### src/hw/rasd_regs.svh
`ifndef RASD_REGS_SVH
`define RASD_REGS_SVH
`define RASD_DEV_CNT      5
`define RASD_MAIN_DEV0    6'h03
`define RASD_MAIN_DEV1    6'h04
`define RASD_MAIN_DEV2    6'h1A
`define RASD_MAIN_DEV3    6'h1B
`define RASD_MAIN_DEV4    6'h0B
`define RASD_PANEL_DEV0   6'h09
`define RASD_PANEL_DEV1   6'h05
`define RASD_PANEL_DEV2   6'h06
`define RASD_PANEL_DEV3   6'h07
`define RASD_PANEL_DEV4   6'h0A
`define RASD_HALT_OPCODE  12'hF02
`define RASD_IRQ_VECTOR   12'h000
`define RASD_PANEL_ENTRY  12'h000
`define RASD_SCRATCH_END  12'h100
`define RASD_FWROM_END    12'hD00
`define RASD_DISPLAY_END  12'h800
`define RASD_CRTPAR_END   12'h009
`define RASD_FIELD_MAIN0  3'h0
`define RASD_FIELD_LANG   3'h1
`define RASD_FIELD_BOOT   3'h5
`define RASD_FIELD_DISP   3'h6
`define RASD_FIELD_CRT    3'h7
`define RASD_WORD_ONE     12'h001
`endif

### src/hw/rasd_pkg.sv
package rasd_pkg;
   typedef logic [11:0] rasd_word_t;
   typedef logic [5:0]  rasd_devcode_t;
   typedef enum logic [1:0] {
      RASD_SP_MAIN, RASD_SP_PANEL, RASD_SP_DEVICE, RASD_SP_NONE
   } rasd_space_t;
   typedef enum logic [2:0] {
      RASD_OP_NONE, RASD_OP_FETCH, RASD_OP_BREAK, RASD_OP_PANEL,
      RASD_OP_NORMAL, RASD_OP_RUNHALT
   } rasd_op_t;
   typedef enum logic [2:0] {
      RASD_CAUSE_NONE, RASD_CAUSE_POWER_ON, RASD_CAUSE_HALT,
      RASD_CAUSE_COMMAND, RASD_CAUSE_BOOT, RASD_CAUSE_DEVICE
   } rasd_cause_t;
   typedef enum logic [1:0] {
      RASD_PANEL_FN_READ_DISPLAY, RASD_PANEL_FN_BLOCK_WRITE,
      RASD_PANEL_FN_SETUP_ENTRY, RASD_PANEL_FN_JUMP
   } rasd_panel_fn_t;
   typedef enum logic [2:0] {
      RASD_REG_MAIN, RASD_REG_SCRATCH, RASD_REG_FW_ROM, RASD_REG_LANG_ROM,
      RASD_REG_BOOT_ROM, RASD_REG_DISPLAY, RASD_REG_CRT_PARAM,
      RASD_REG_UNMAPPED
   } rasd_region_t;
   typedef struct packed {
      logic        valid;
      rasd_space_t space;
      logic        write;
      logic [2:0]  field;
      rasd_word_t  addr;
   } rasd_access_t;
   typedef struct packed {
      logic       bold;
      logic       blink;
      logic       underline;
      logic       reverse;
      logic [7:0] char_code;
   } rasd_disp_word_t;
endpackage

### src/hw/rasd_arbiter.sv
`include "rasd_regs.svh"

module rasd_arbiter
   import rasd_pkg::*;
(
   input  wire logic            clk_in,
   input  wire logic            rst_n_in,
   input  wire logic            run_halt_control_in,
   input  wire logic            break_request_in,
   input  wire logic            boundary_in,
   input  wire logic            irq_enable_in,
   input  wire logic            vector_mode_in,
   input  wire logic [4:0]      main_dev_flag_in,
   input  wire logic [4:0]      panel_dev_flag_in,
   input  wire logic            instr_valid_in,
   input  wire rasd_word_t      instr_in,
   input  wire logic            panel_cmd_in,
   input  wire rasd_panel_fn_t  panel_fn_in,
   input  wire logic [14:0]     panel_target_in,
   input  wire logic            bootstrap_in,
   input  wire logic [14:0]     pc_in,
   input  wire rasd_access_t    access_in,
   input  wire rasd_word_t      disp_data_in,
   output logic                 main_space_strobe_out,
   output logic                 panel_space_strobe_out,
   output logic                 device_space_strobe_out,
   output logic                 read_out,
   output logic                 write_out,
   output logic [2:0]           field_out,
   output logic [4:0]           page_out,
   output logic [6:0]           word_out,
   output rasd_region_t         region_out,
   output logic [3:0]           crt_param_index_out,
   output rasd_disp_word_t      disp_word_out,
   output logic                 irq_grant_out,
   output logic                 break_grant_out,
   output logic                 instruction_fetch_out,
   output rasd_op_t             op_out,
   output logic                 running_out,
   output logic                 panel_mode_out,
   output logic [14:0]          jump_addr_out,
   output logic [14:0]          saved_pc_out,
   output logic                 acc_load_out,
   output rasd_word_t           acc_value_out,
   output rasd_cause_t          entry_cause_out,
   output rasd_panel_fn_t       panel_fn_out
);

   // Device code tables of both controllers
   rasd_devcode_t main_codes  [`RASD_DEV_CNT];
   rasd_devcode_t panel_codes [`RASD_DEV_CNT];
   assign main_codes[0]  = `RASD_MAIN_DEV0;
   assign main_codes[1]  = `RASD_MAIN_DEV1;
   assign main_codes[2]  = `RASD_MAIN_DEV2;
   assign main_codes[3]  = `RASD_MAIN_DEV3;
   assign main_codes[4]  = `RASD_MAIN_DEV4;
   assign panel_codes[0] = `RASD_PANEL_DEV0;
   assign panel_codes[1] = `RASD_PANEL_DEV1;
   assign panel_codes[2] = `RASD_PANEL_DEV2;
   assign panel_codes[3] = `RASD_PANEL_DEV3;
   assign panel_codes[4] = `RASD_PANEL_DEV4;

   // Fixed-priority pick per controller, lowest index wins
   logic [4:0]    main_above;
   logic [4:0]    panel_above;
   rasd_devcode_t main_sel  [`RASD_DEV_CNT + 1];
   rasd_devcode_t panel_sel [`RASD_DEV_CNT + 1];
   assign main_sel[`RASD_DEV_CNT]  = '0;
   assign panel_sel[`RASD_DEV_CNT] = '0;

   genvar gi;
   generate
      for (gi = 0; gi < `RASD_DEV_CNT; gi++) begin : g_dev
         if (gi == 0) begin : g_first
            assign main_above[gi]  = 1'b0;
            assign panel_above[gi] = 1'b0;
         end else begin : g_rest
            assign main_above[gi]  = main_above[gi-1] |
                                     main_dev_flag_in[gi-1];
            assign panel_above[gi] = panel_above[gi-1] |
                                     panel_dev_flag_in[gi-1];
         end
         assign main_sel[gi] = main_dev_flag_in[gi] ?
                               main_codes[gi] : main_sel[gi+1];
         assign panel_sel[gi] = panel_dev_flag_in[gi] ?
                                panel_codes[gi] : panel_sel[gi+1];
      end
   endgenerate

   wire rasd_devcode_t main_code  = main_sel[0];
   wire rasd_devcode_t panel_code = panel_sel[0];
   wire main_dev_any  = |main_dev_flag_in;
   wire panel_dev_any = |panel_dev_flag_in;

   // Panel entry causes, sticky until served
   logic           power_on_q;
   logic           halt_pend_q;
   logic           cmd_pend_q;
   logic           boot_pend_q;
   rasd_panel_fn_t cmd_fn_q;
   logic [14:0]    cmd_target_q;
   logic           running_q;

   wire halt_seen = instr_valid_in &&
                    instr_in == `RASD_HALT_OPCODE;

   wire entry_any = power_on_q | halt_pend_q | cmd_pend_q | boot_pend_q;
   wire panel_req = entry_any | panel_dev_any;
   wire normal_req = main_dev_any & irq_enable_in;

   // Decision taken only at an instruction boundary
   wire take_runhalt = boundary_in & run_halt_control_in;
   wire take_break   = boundary_in & ~run_halt_control_in &
                       running_q & break_request_in;
   wire take_panel   = boundary_in & ~run_halt_control_in &
                       running_q & ~break_request_in &
                       panel_req;
   wire take_normal  = boundary_in & ~run_halt_control_in &
                       running_q & ~break_request_in &
                       ~panel_req & normal_req;
   wire take_fetch   = boundary_in & ~run_halt_control_in &
                       running_q & ~break_request_in &
                       ~panel_req & ~normal_req;

   // Which entry cause a panel grant serves
   wire rasd_cause_t cause_sel =
      power_on_q  ? RASD_CAUSE_POWER_ON :
      halt_pend_q ? RASD_CAUSE_HALT :
      cmd_pend_q  ? RASD_CAUSE_COMMAND :
      boot_pend_q ? RASD_CAUSE_BOOT : RASD_CAUSE_DEVICE;

   wire serve_pwr  = take_panel & (cause_sel == RASD_CAUSE_POWER_ON);
   wire serve_halt = take_panel & (cause_sel == RASD_CAUSE_HALT);
   wire serve_cmd  = take_panel & (cause_sel == RASD_CAUSE_COMMAND);
   wire serve_boot = take_panel & (cause_sel == RASD_CAUSE_BOOT);

   // Set wins over clear on the halt, command and boot pending causes; power-on only clears
   wire power_on_d  = power_on_q & ~serve_pwr;
   wire halt_pend_d = halt_seen | (halt_pend_q & ~serve_halt);
   wire cmd_pend_d  = panel_cmd_in | (cmd_pend_q & ~serve_cmd);
   wire boot_pend_d = bootstrap_in | (boot_pend_q & ~serve_boot);

   // Panel jump target; a jump command goes straight to its location
   wire [14:0] panel_entry = {`RASD_FIELD_MAIN0, `RASD_PANEL_ENTRY};
   wire [14:0] panel_jump  =
      (serve_cmd && cmd_fn_q == RASD_PANEL_FN_JUMP) ?
      cmd_target_q : panel_entry;
   wire [14:0] normal_jump = {`RASD_FIELD_MAIN0, `RASD_IRQ_VECTOR};

   // Return address is the next word, wrapping within the field
   wire rasd_word_t pc_next = pc_in[11:0] + `RASD_WORD_ONE;
   wire [14:0] return_pc = {pc_in[14:12], pc_next};

   // Vector code shown in the accumulator on an interrupt grant
   wire rasd_devcode_t vec_code =
      take_panel ? ((cause_sel == RASD_CAUSE_DEVICE) ? panel_code : '0)
                 : main_code;
   wire rasd_word_t acc_vec = {6'h00, vec_code};

   wire rasd_op_t op_d =
      take_runhalt ? RASD_OP_RUNHALT :
      take_break   ? RASD_OP_BREAK :
      take_panel   ? RASD_OP_PANEL :
      take_normal  ? RASD_OP_NORMAL :
      take_fetch   ? RASD_OP_FETCH : RASD_OP_NONE;

   // Both interrupt kinds share one grant
   wire irq_take = take_panel | take_normal;

   // Access decode: one space strobe per transfer
   wire acc_main  = access_in.valid & (access_in.space == RASD_SP_MAIN);
   wire acc_panel = access_in.valid & (access_in.space == RASD_SP_PANEL);
   wire acc_dev   = access_in.valid & (access_in.space == RASD_SP_DEVICE);
   wire acc_any   = acc_main | acc_panel | acc_dev;

   wire [2:0]       a_field = access_in.field;
   wire rasd_word_t a_addr  = access_in.addr;

   // Panel space field map
   wire rasd_region_t f0_region =
      (a_addr < `RASD_SCRATCH_END) ? RASD_REG_SCRATCH :
      (a_addr < `RASD_FWROM_END)   ? RASD_REG_FW_ROM :
                                     RASD_REG_UNMAPPED;
   wire rasd_region_t panel_region =
      (a_field == `RASD_FIELD_MAIN0) ? f0_region :
      (a_field == `RASD_FIELD_LANG)  ? RASD_REG_LANG_ROM :
      (a_field == `RASD_FIELD_BOOT)  ? RASD_REG_BOOT_ROM :
      (a_field == `RASD_FIELD_DISP && a_addr < `RASD_DISPLAY_END) ?
         RASD_REG_DISPLAY :
      (a_field == `RASD_FIELD_CRT && a_addr < `RASD_CRTPAR_END) ?
         RASD_REG_CRT_PARAM : RASD_REG_UNMAPPED;
   wire rasd_region_t region_d =
      acc_main  ? RASD_REG_MAIN :
      acc_panel ? panel_region : RASD_REG_UNMAPPED;

   wire [3:0] crt_idx = (panel_region == RASD_REG_CRT_PARAM) ?
                        a_addr[3:0] : 4'h0;

   // Display word layout: attributes above the character code
   wire rasd_disp_word_t disp_d = rasd_disp_word_t'(disp_data_in);

   // Control and pending state
   always_ff @(posedge clk_in or negedge rst_n_in) begin
      if (!rst_n_in) begin
         power_on_q   <= 1'b1;
         halt_pend_q  <= 1'b0;
         cmd_pend_q   <= 1'b0;
         boot_pend_q  <= 1'b0;
         cmd_fn_q     <= RASD_PANEL_FN_READ_DISPLAY;
         cmd_target_q <= '0;
         running_q    <= 1'b1;
      end else begin
         power_on_q  <= power_on_d;
         halt_pend_q <= halt_pend_d;
         cmd_pend_q  <= cmd_pend_d;
         boot_pend_q <= boot_pend_d;
         if (panel_cmd_in) begin
            cmd_fn_q     <= panel_fn_in;
            cmd_target_q <= panel_target_in;
         end
         if (take_runhalt) begin
            running_q <= ~running_q;
         end
      end
   end

   // Grant and jump outputs, registered at the boundary decision
   always_ff @(posedge clk_in or negedge rst_n_in) begin
      if (!rst_n_in) begin
         irq_grant_out         <= 1'b0;
         break_grant_out       <= 1'b0;
         instruction_fetch_out <= 1'b0;
         op_out                <= RASD_OP_NONE;
         running_out           <= 1'b1;
         panel_mode_out        <= 1'b0;
         jump_addr_out         <= '0;
         saved_pc_out          <= '0;
         acc_load_out          <= 1'b0;
         acc_value_out         <= '0;
         entry_cause_out       <= RASD_CAUSE_NONE;
         panel_fn_out          <= RASD_PANEL_FN_READ_DISPLAY;
      end else begin
         irq_grant_out         <= irq_take;
         break_grant_out       <= take_break;
         instruction_fetch_out <= take_fetch;
         op_out                <= op_d;
         running_out           <= take_runhalt ? ~running_q : running_q;
         acc_load_out  <= irq_take & vector_mode_in;
         acc_value_out <= vector_mode_in ? acc_vec : '0;
         if (take_panel) begin
            panel_mode_out  <= 1'b1;
            jump_addr_out   <= panel_jump;
            saved_pc_out    <= pc_in;
            entry_cause_out <= cause_sel;
            panel_fn_out    <= cmd_fn_q;
         end else if (take_normal) begin
            panel_mode_out  <= 1'b0;
            jump_addr_out   <= normal_jump;
            saved_pc_out    <= return_pc;
            entry_cause_out <= RASD_CAUSE_NONE;
         end
      end
   end

   // Transfer strobes and address split
   always_ff @(posedge clk_in or negedge rst_n_in) begin
      if (!rst_n_in) begin
         main_space_strobe_out   <= 1'b0;
         panel_space_strobe_out  <= 1'b0;
         device_space_strobe_out <= 1'b0;
         read_out                <= 1'b0;
         write_out               <= 1'b0;
         field_out               <= '0;
         page_out                <= '0;
         word_out                <= '0;
         region_out              <= RASD_REG_UNMAPPED;
         crt_param_index_out     <= '0;
         disp_word_out           <= '0;
      end else begin
         main_space_strobe_out   <= acc_main;
         panel_space_strobe_out  <= acc_panel;
         device_space_strobe_out <= acc_dev;
         read_out                <= acc_any & ~access_in.write;
         write_out               <= acc_any & access_in.write;
         field_out               <= a_field;
         page_out                <= a_addr[11:7];
         word_out                <= a_addr[6:0];
         region_out              <= region_d;
         crt_param_index_out     <= crt_idx;
         disp_word_out           <= disp_d;
      end
   end

endmodule

### config.mk
export PLATFORM = sky130hd
export DESIGN_NAME = rasd_arbiter
export DESIGN_NICKNAME = d
export VERILOG_FILES = /design/src/hw/rasd_pkg.sv /design/src/hw/rasd_arbiter.sv
export VERILOG_INCLUDE_DIRS = /design/src /design/src/hw
export SDC_FILE = /design/constraint.sdc
export NUM_CORES = 1
export LEC_CHECK = 0
export BUFFER_PORTS_ARGS = -buffer_cell sky130_fd_sc_hd__buf_2
export CAP_MARGIN = 5
export CORE_MARGIN = 2
export CORE_UTILIZATION = 42
export CTS_CLUSTER_SIZE = 25
export DETAILED_ROUTE_END_ITERATION = 8
export GPL_TIMING_DRIVEN = 0
export MAX_ROUTING_LAYER = met4
export PLACE_DENSITY = 0.73
export SLEW_MARGIN = 20
export SYNTH_ARGS = -nofsm -noshare
export SYNTH_HDL_FRONTEND = slang
export SYNTH_SLANG_ARGS = --single-unit
### constraint.sdc
create_clock -name clk_in -period 2.73 [get_ports clk_in]
set_clock_uncertainty 0.1 [all_clocks]
set_input_delay 0.1365 -clock clk_in [delete_from_list [all_inputs] [get_ports clk_in]]
set_output_delay 0.1365 -clock clk_in [all_outputs]
set_load 0.01 [all_outputs]
## Word-level counts from Yosys, hierarchy flattened

Cells that the tools add are included.

- Flip-flop bits (word level): 110
- Output and inout bits: 95

- $add $sub $neg: 1
- Magnitude comparators: 4
- Equal/unequal tests: 14
- Muxes and demuxes: 42
- Bitwise logic cells: 44
- Reduce and logical (&&, ||, !) cells: 9

Operators by type and width:

| operator | count |
|---|---|
| 15-bit two-way mux | 5 |
| 6-bit two-way mux | 11 |
| 3-bit two-way mux | 15 |
| 1-bit AND | 24 |
| 12-bit less-than comparator (second input constant) | 2 |
| 3-bit equality test (second input constant) | 6 |
| 12-bit by 1-bit adder with 12-bit output (second input constant) | 1 |
| 12-bit equality test (second input constant) | 1 |
| 12-bit by 4-bit less-than comparator with 1-bit output (second input constant) | 1 |
| 12-bit by 9-bit less-than comparator with 1-bit output (second input constant) | 1 |
| 4-bit two-way mux | 3 |
| 1-bit NOT | 10 |
| 1-bit OR | 10 |
| 5-bit OR reduction | 2 |
| 3-bit by 1-bit equality test with 1-bit output (second input constant) | 2 |
| 3-bit by 2-bit equality test with 1-bit output (second input constant) | 2 |
| 1-bit two-way mux | 6 |
| 2-bit equality test (second input constant) | 2 |
| 1-bit logical AND | 4 |
| 2-bit two-way mux | 2 |
| 3-bit logical NOT | 1 |
| 2-bit by 1-bit equality test with 1-bit output (second input constant) | 1 |
| 2-bit logical NOT | 1 |
| 2-bit nonzero test | 1 |

## Depth between registers and ports, before layout

- Depth in word-level cells: 12
- Gate-level depth with buffers: 7

## Least setup slack after synthesis

No wires, ideal clock.

- Kind: reg-to-reg
- From: reg power_on_q
- To: reg saved_pc_out[9]
- Arrival: 1.803 ns
- Required time: 2.509 ns
- Slack: 0.706 ns
- Stages on the path, launching flop included: 8
- Clock period less this slack: 2.024 ns
- Path through: dfstp_2 > buf_6 > or4_4 > o31ai_4 > buf_6 > nand4_1 > xor2_1 > o21ai_2

- Longest elaborated chain between the ends: 8
- Elaborated cells between the ends (all ways): 10
- Classes of those cells: mux (1); bitwise (8); reduce/logical (1)

Ends and longest elaborated chain:

| item | line | RTL |
|---|---|---|
| from (decl) | rasd_arbiter.sv:96 | `logic power_on_q;` |
| from (signal assigned) | rasd_arbiter.sv:213 | `power_on_q <= power_on_d;` |
| 1-bit OR (*) (3 in a row) | rasd_arbiter.sv:107 | `wire entry_any = power_on_q \| halt_pend_q \| cmd_pend_q \| boot_pend_q;` |
| 1-bit OR (*) | rasd_arbiter.sv:108 | `wire panel_req = entry_any \| panel_dev_any;` |
| 1-bit NOT | rasd_arbiter.sv:120 | `~panel_req & normal_req;` |
| 1-bit AND | rasd_arbiter.sv:119 | `running_q & ~break_request_in &` |
| 1-bit AND | rasd_arbiter.sv:120 |  |
| 2-bit nonzero test (no line) | - |  |
| to (signal assigned) | rasd_arbiter.sv:253 | `saved_pc_out <= pc_in;` |
| to (signal assigned) | rasd_arbiter.sv:259 | `saved_pc_out <= return_pc;` |
| to (decl) | rasd_arbiter.sv:42 | `output logic [14:0] saved_pc_out,` |

Every way passes the cells marked *; elsewhere a longest branch is shown, timed or not.
A chain may end at the register's enable or synchronous reset.

==> impl_results.md <==
* Status: completed
* Fin Setup TNS at 0 ps
* Critical path launch point type: register
* Unique cell type count in the Yosys netlist at 56
* First-pass GRT wire length at 19.0 mm
* Effective utilization at floorplan at 43.4%
* Synth async-reset ratio at 100%
* Power Dens Cells at 659 nW/µm²
* Root Driver: clkbuf_8
* Fin. max-slew vios at 0
* H-tree depth at 3
* Fin crit period at 2410 ps
* Syn Area/Cell at 12.6 µm²
* Dpl cells at 659
* Worst Hold Class: in2reg
* Switch Pwr at 1.20 mW
* P_int at 3.00 mW
* Core Area at 9770 µm²
* Crit share post-route at 88.3%
* Non-filler cells in the finished layout at 750
* Seq/Total Area, Yosys at 64.4%
* Final setup vio count at 0
* Initial antenna violation count at 0
* CTS tree: built
* Max rail drop VDD at 0.350 mV
* Final hold vios at 0
* Place WS at 168 ps
* Sw Ratio at 28.6%
* Clk_lat worst skew at 360 ps
* Die area at 10900 µm²
* Slew headroom at 49.9%
* Final WS setup at 319 ps
* Crit path cell chain: nand4bb_1 -> a31oi_1 -> clkbuf_2 -> o311ai_0 -> a21oi_1
* Comb pwr share at 23.8%
* DRT antenna net count at 0
* Max Clk Rate at 415 MHz
* Layout area overhead at 50.1%
* Row cnt at 36
* Placer Congestion at 0.868
* Chip Width at 105 µm
* Cell taking the most area after synthesis: dfrtp_1
* # DRC at 0
* WL per Instance at 15.5 µm
* I/O pin count at 190
* CP endpoint kind: register
* Buffers on Ports at 181
* Vias at 3712
* Clk pin slew, worst setup/hold paths at 100 ps
* DR vias/cell at 4.95
* Vias in the first global route at 3926
* CTS Buffer Depth at 2
* Slew of the pin with the lowest slew margin at 745 ps
* Grt total ovfl at 0
* Leakage at 3.19 nW
* Diodes inserted at 0
* Clock sink total at 109
* MaxCap Viol Count at 0
* Most used DFF post-synth: dfrtp_1
* Number of flops mapped to enable cells by yosys at 0
* Req. time, crit path at 2910 ps
* Fraction of layout cells with a size suffix above 1 at 39.9%
* DPL Wire Length at 7.56 mm
* Postcts setup bufs at 0
* Fillers at 763
* Slowest cell on crit path: dfstp_2
* DRT iter0 DRCs at 142
* Largest net degree at the start of global routing at 70
* Total Wirelength at 11.6 mm
* Die H at 105 µm
* Yosys warns at 0
* RSZ-0062 raised after global routing: no
* Post-layout nets at 708
* Synth Register Bits at 109
* Worst Path Arrival at 2590 ps
* Synth top area share at 61.3%
* Synthesized area at 4250 µm²
* Total power at 4.20 mW
* CTS Buf Count at 9
* Clock power share at 27.5%
* Sequential power share at 48.7%
* Largest stage delay on the critical path at 580 ps
* DRT Pass-1 Iters at 5
* Critical path class: reg2reg
* Gr usage total at 22.7%
* Post-synthesis cell count at 338
* Area contributors post-synth: dfrtp_1 (61%), mux2_2 (4.5%), nand2_1 (3.7%)
* CP max FO at 10
[worst paths after layout]
check / from / to / slack (ps) / depth (start not counted)
setup / recovery: running_out / acc_value_out[0] / 320 / 5
hold / removal: pc_in[7] / saved_pc_out[7] / 40 / 3
setup reg to reg: running_out / acc_value_out[0] / 320 / 5
hold reg to reg: entry_cause_out[0] / entry_cause_out[0] / 380 / 2
max in group asynchronous: rst_n_in / region_out[0] / 1680 / 3
min in group asynchronous: rst_n_in / saved_pc_out[9] / 150 / 2
[state kept, by name, summed over array words and instances, names as in the netlist, 2 cells and up]
signal,count
cmd_target_q,15
jump_addr_out,15
saved_pc_out,15
disp_word_out,12
word_out,7
acc_value_out,5
page_out,5
crt_param_index_out,4
entry_cause_out,3
field_out,3
op_out,3
region_out,3
cmd_fn_q,2
panel_fn_out,2
[layout make-up]
class | count | area, µm² | area share, %
Tap cell | 133 | 166 | 2.61
Timing Repair Buffer | 257 | 1690 | 26.5
Multi-Input combinational cell | 212 | 1400 | 21.9
Sequential cell | 109 | 2730 | 42.9
Buffer | 17 | 115 | 1.81
Inverter | 6 | 22.5 | 0.353
Clock buffer | 9 | 124 | 1.94
Clock inverter | 7 | 123 | 1.92
[logic make-up (layout without fill, tap and decap cells)]
family                     after synthesis  after routing  share of synthesized area, %
AOI/OAI and AO/OA                       59             59                          10.3
and+or+nand+nor                        116            116                          14.6
xor gates and xnor gates                 8              8                          1.65
other                                    1              7                        0.0883
DFF                                    109            109                          64.4
muxes                                   21             21                          5.45
buffers and inverters                   23            296                          3.21
adders and majority gates                1              1                         0.295
[metrics by stage]
step                      instance area [µm²]  hold WS [ps]  utilization (%)
after detailed placement                 5370         -23.0             55.0
final                                    6370          36.5             65.2
after floorplan                          4270          -259                -
after global placement                   5340           145             54.6
after CTS                                6370          3.04             65.2
after global routing                     6370          8.61             65.2
[cells in the mapped netlist, drive strengths merged, types with 3 or more instances]
| library cell | count |
|---|---|
| a21oi | 12 |
| dfrtp | 104 |
| nor2b | 4 |
| mux2i | 4 |
| nor4 | 9 |
| nand2 | 43 |
| o31ai | 5 |
| buf | 15 |
| dfstp | 5 |
| nor3 | 8 |
| nor2 | 14 |
| xnor2 | 3 |
| mux2 | 17 |
| or4 | 4 |
| nand3 | 8 |
| xor2 | 5 |
| and2 | 7 |
| inv | 6 |
| a31oi | 3 |
| a22o | 15 |
| o21ai | 12 |
| nand4 | 5 |
[routing by layer]
layer	GRT usage [%]	part of all wire, %	vias up
met5	-	0	-
met4	7.92	1.7	0
met3	5.49	6.4	19
met2	38.9	52	158
met1	26.0	40	1804
li1	-	-	1731
[critical path, delay by kind of cell, from the launching register on]
kind / cells / cell delay (ps)
AO/OA/AOI/OAI: 3 / 970
buffers and inverters: 1 / 350
flip-flops: 1 / 580
AND/OR/NAND/NOR: 1 / 330
[timing repair]
item | CTS | global route
hold buffers | 75 | 0
endpoints found under the hold margin | 187 | 0
endpoints found under the setup margin | 0 | 1
resized for setup | 0 | 2
[power groups by stage]
stage	clock network, mW	logic, mW	registers (mW)
6_report	1.16	0.999	2.05
5_1_grt	1.26	1.09	2.08
4_1_cts	1.20	1.00	2.04
3_5_place_dp	0	0.917	2.07
3_3_place_gp	0	0.893	2.06
2_1_floorplan	0	0.318	2.19
[layout by cell type (no fill, tap or decap), types with 2 or more instances in the layout]
master,netlist,routed
a21oi_1,12,12
a22o_1,15,15
a31oi_1,3,3
and2_1,7,7
and3_1,2,2
buf_2,4,184
buf_4,8,8
buf_6,2,3
bufinv_16,0,3
clkbuf_8,0,9
clkinvlp_4,0,2
conb_1,1,7
dfrtp_1,104,104
dfstp_2,5,5
dlygate4sd3_1,0,75
inv_1,6,6
mux2_2,17,17
mux2i_1,4,4
nand2_1,42,42
nand3_1,8,8
nand3b_1,2,2
nand4_1,5,5
nor2_1,14,14
nor2b_1,4,4
nor3_1,8,8
nor3b_1,2,2
nor4_1,7,7
o211ai_1,2,2
o21ai_0,7,7
o21ai_2,4,4
o31a_1,2,2
o31ai_1,4,4
or4_1,3,3
xnor2_1,3,3
xor2_1,5,5
Note: power is estimated with default switching activity, not from simulation.
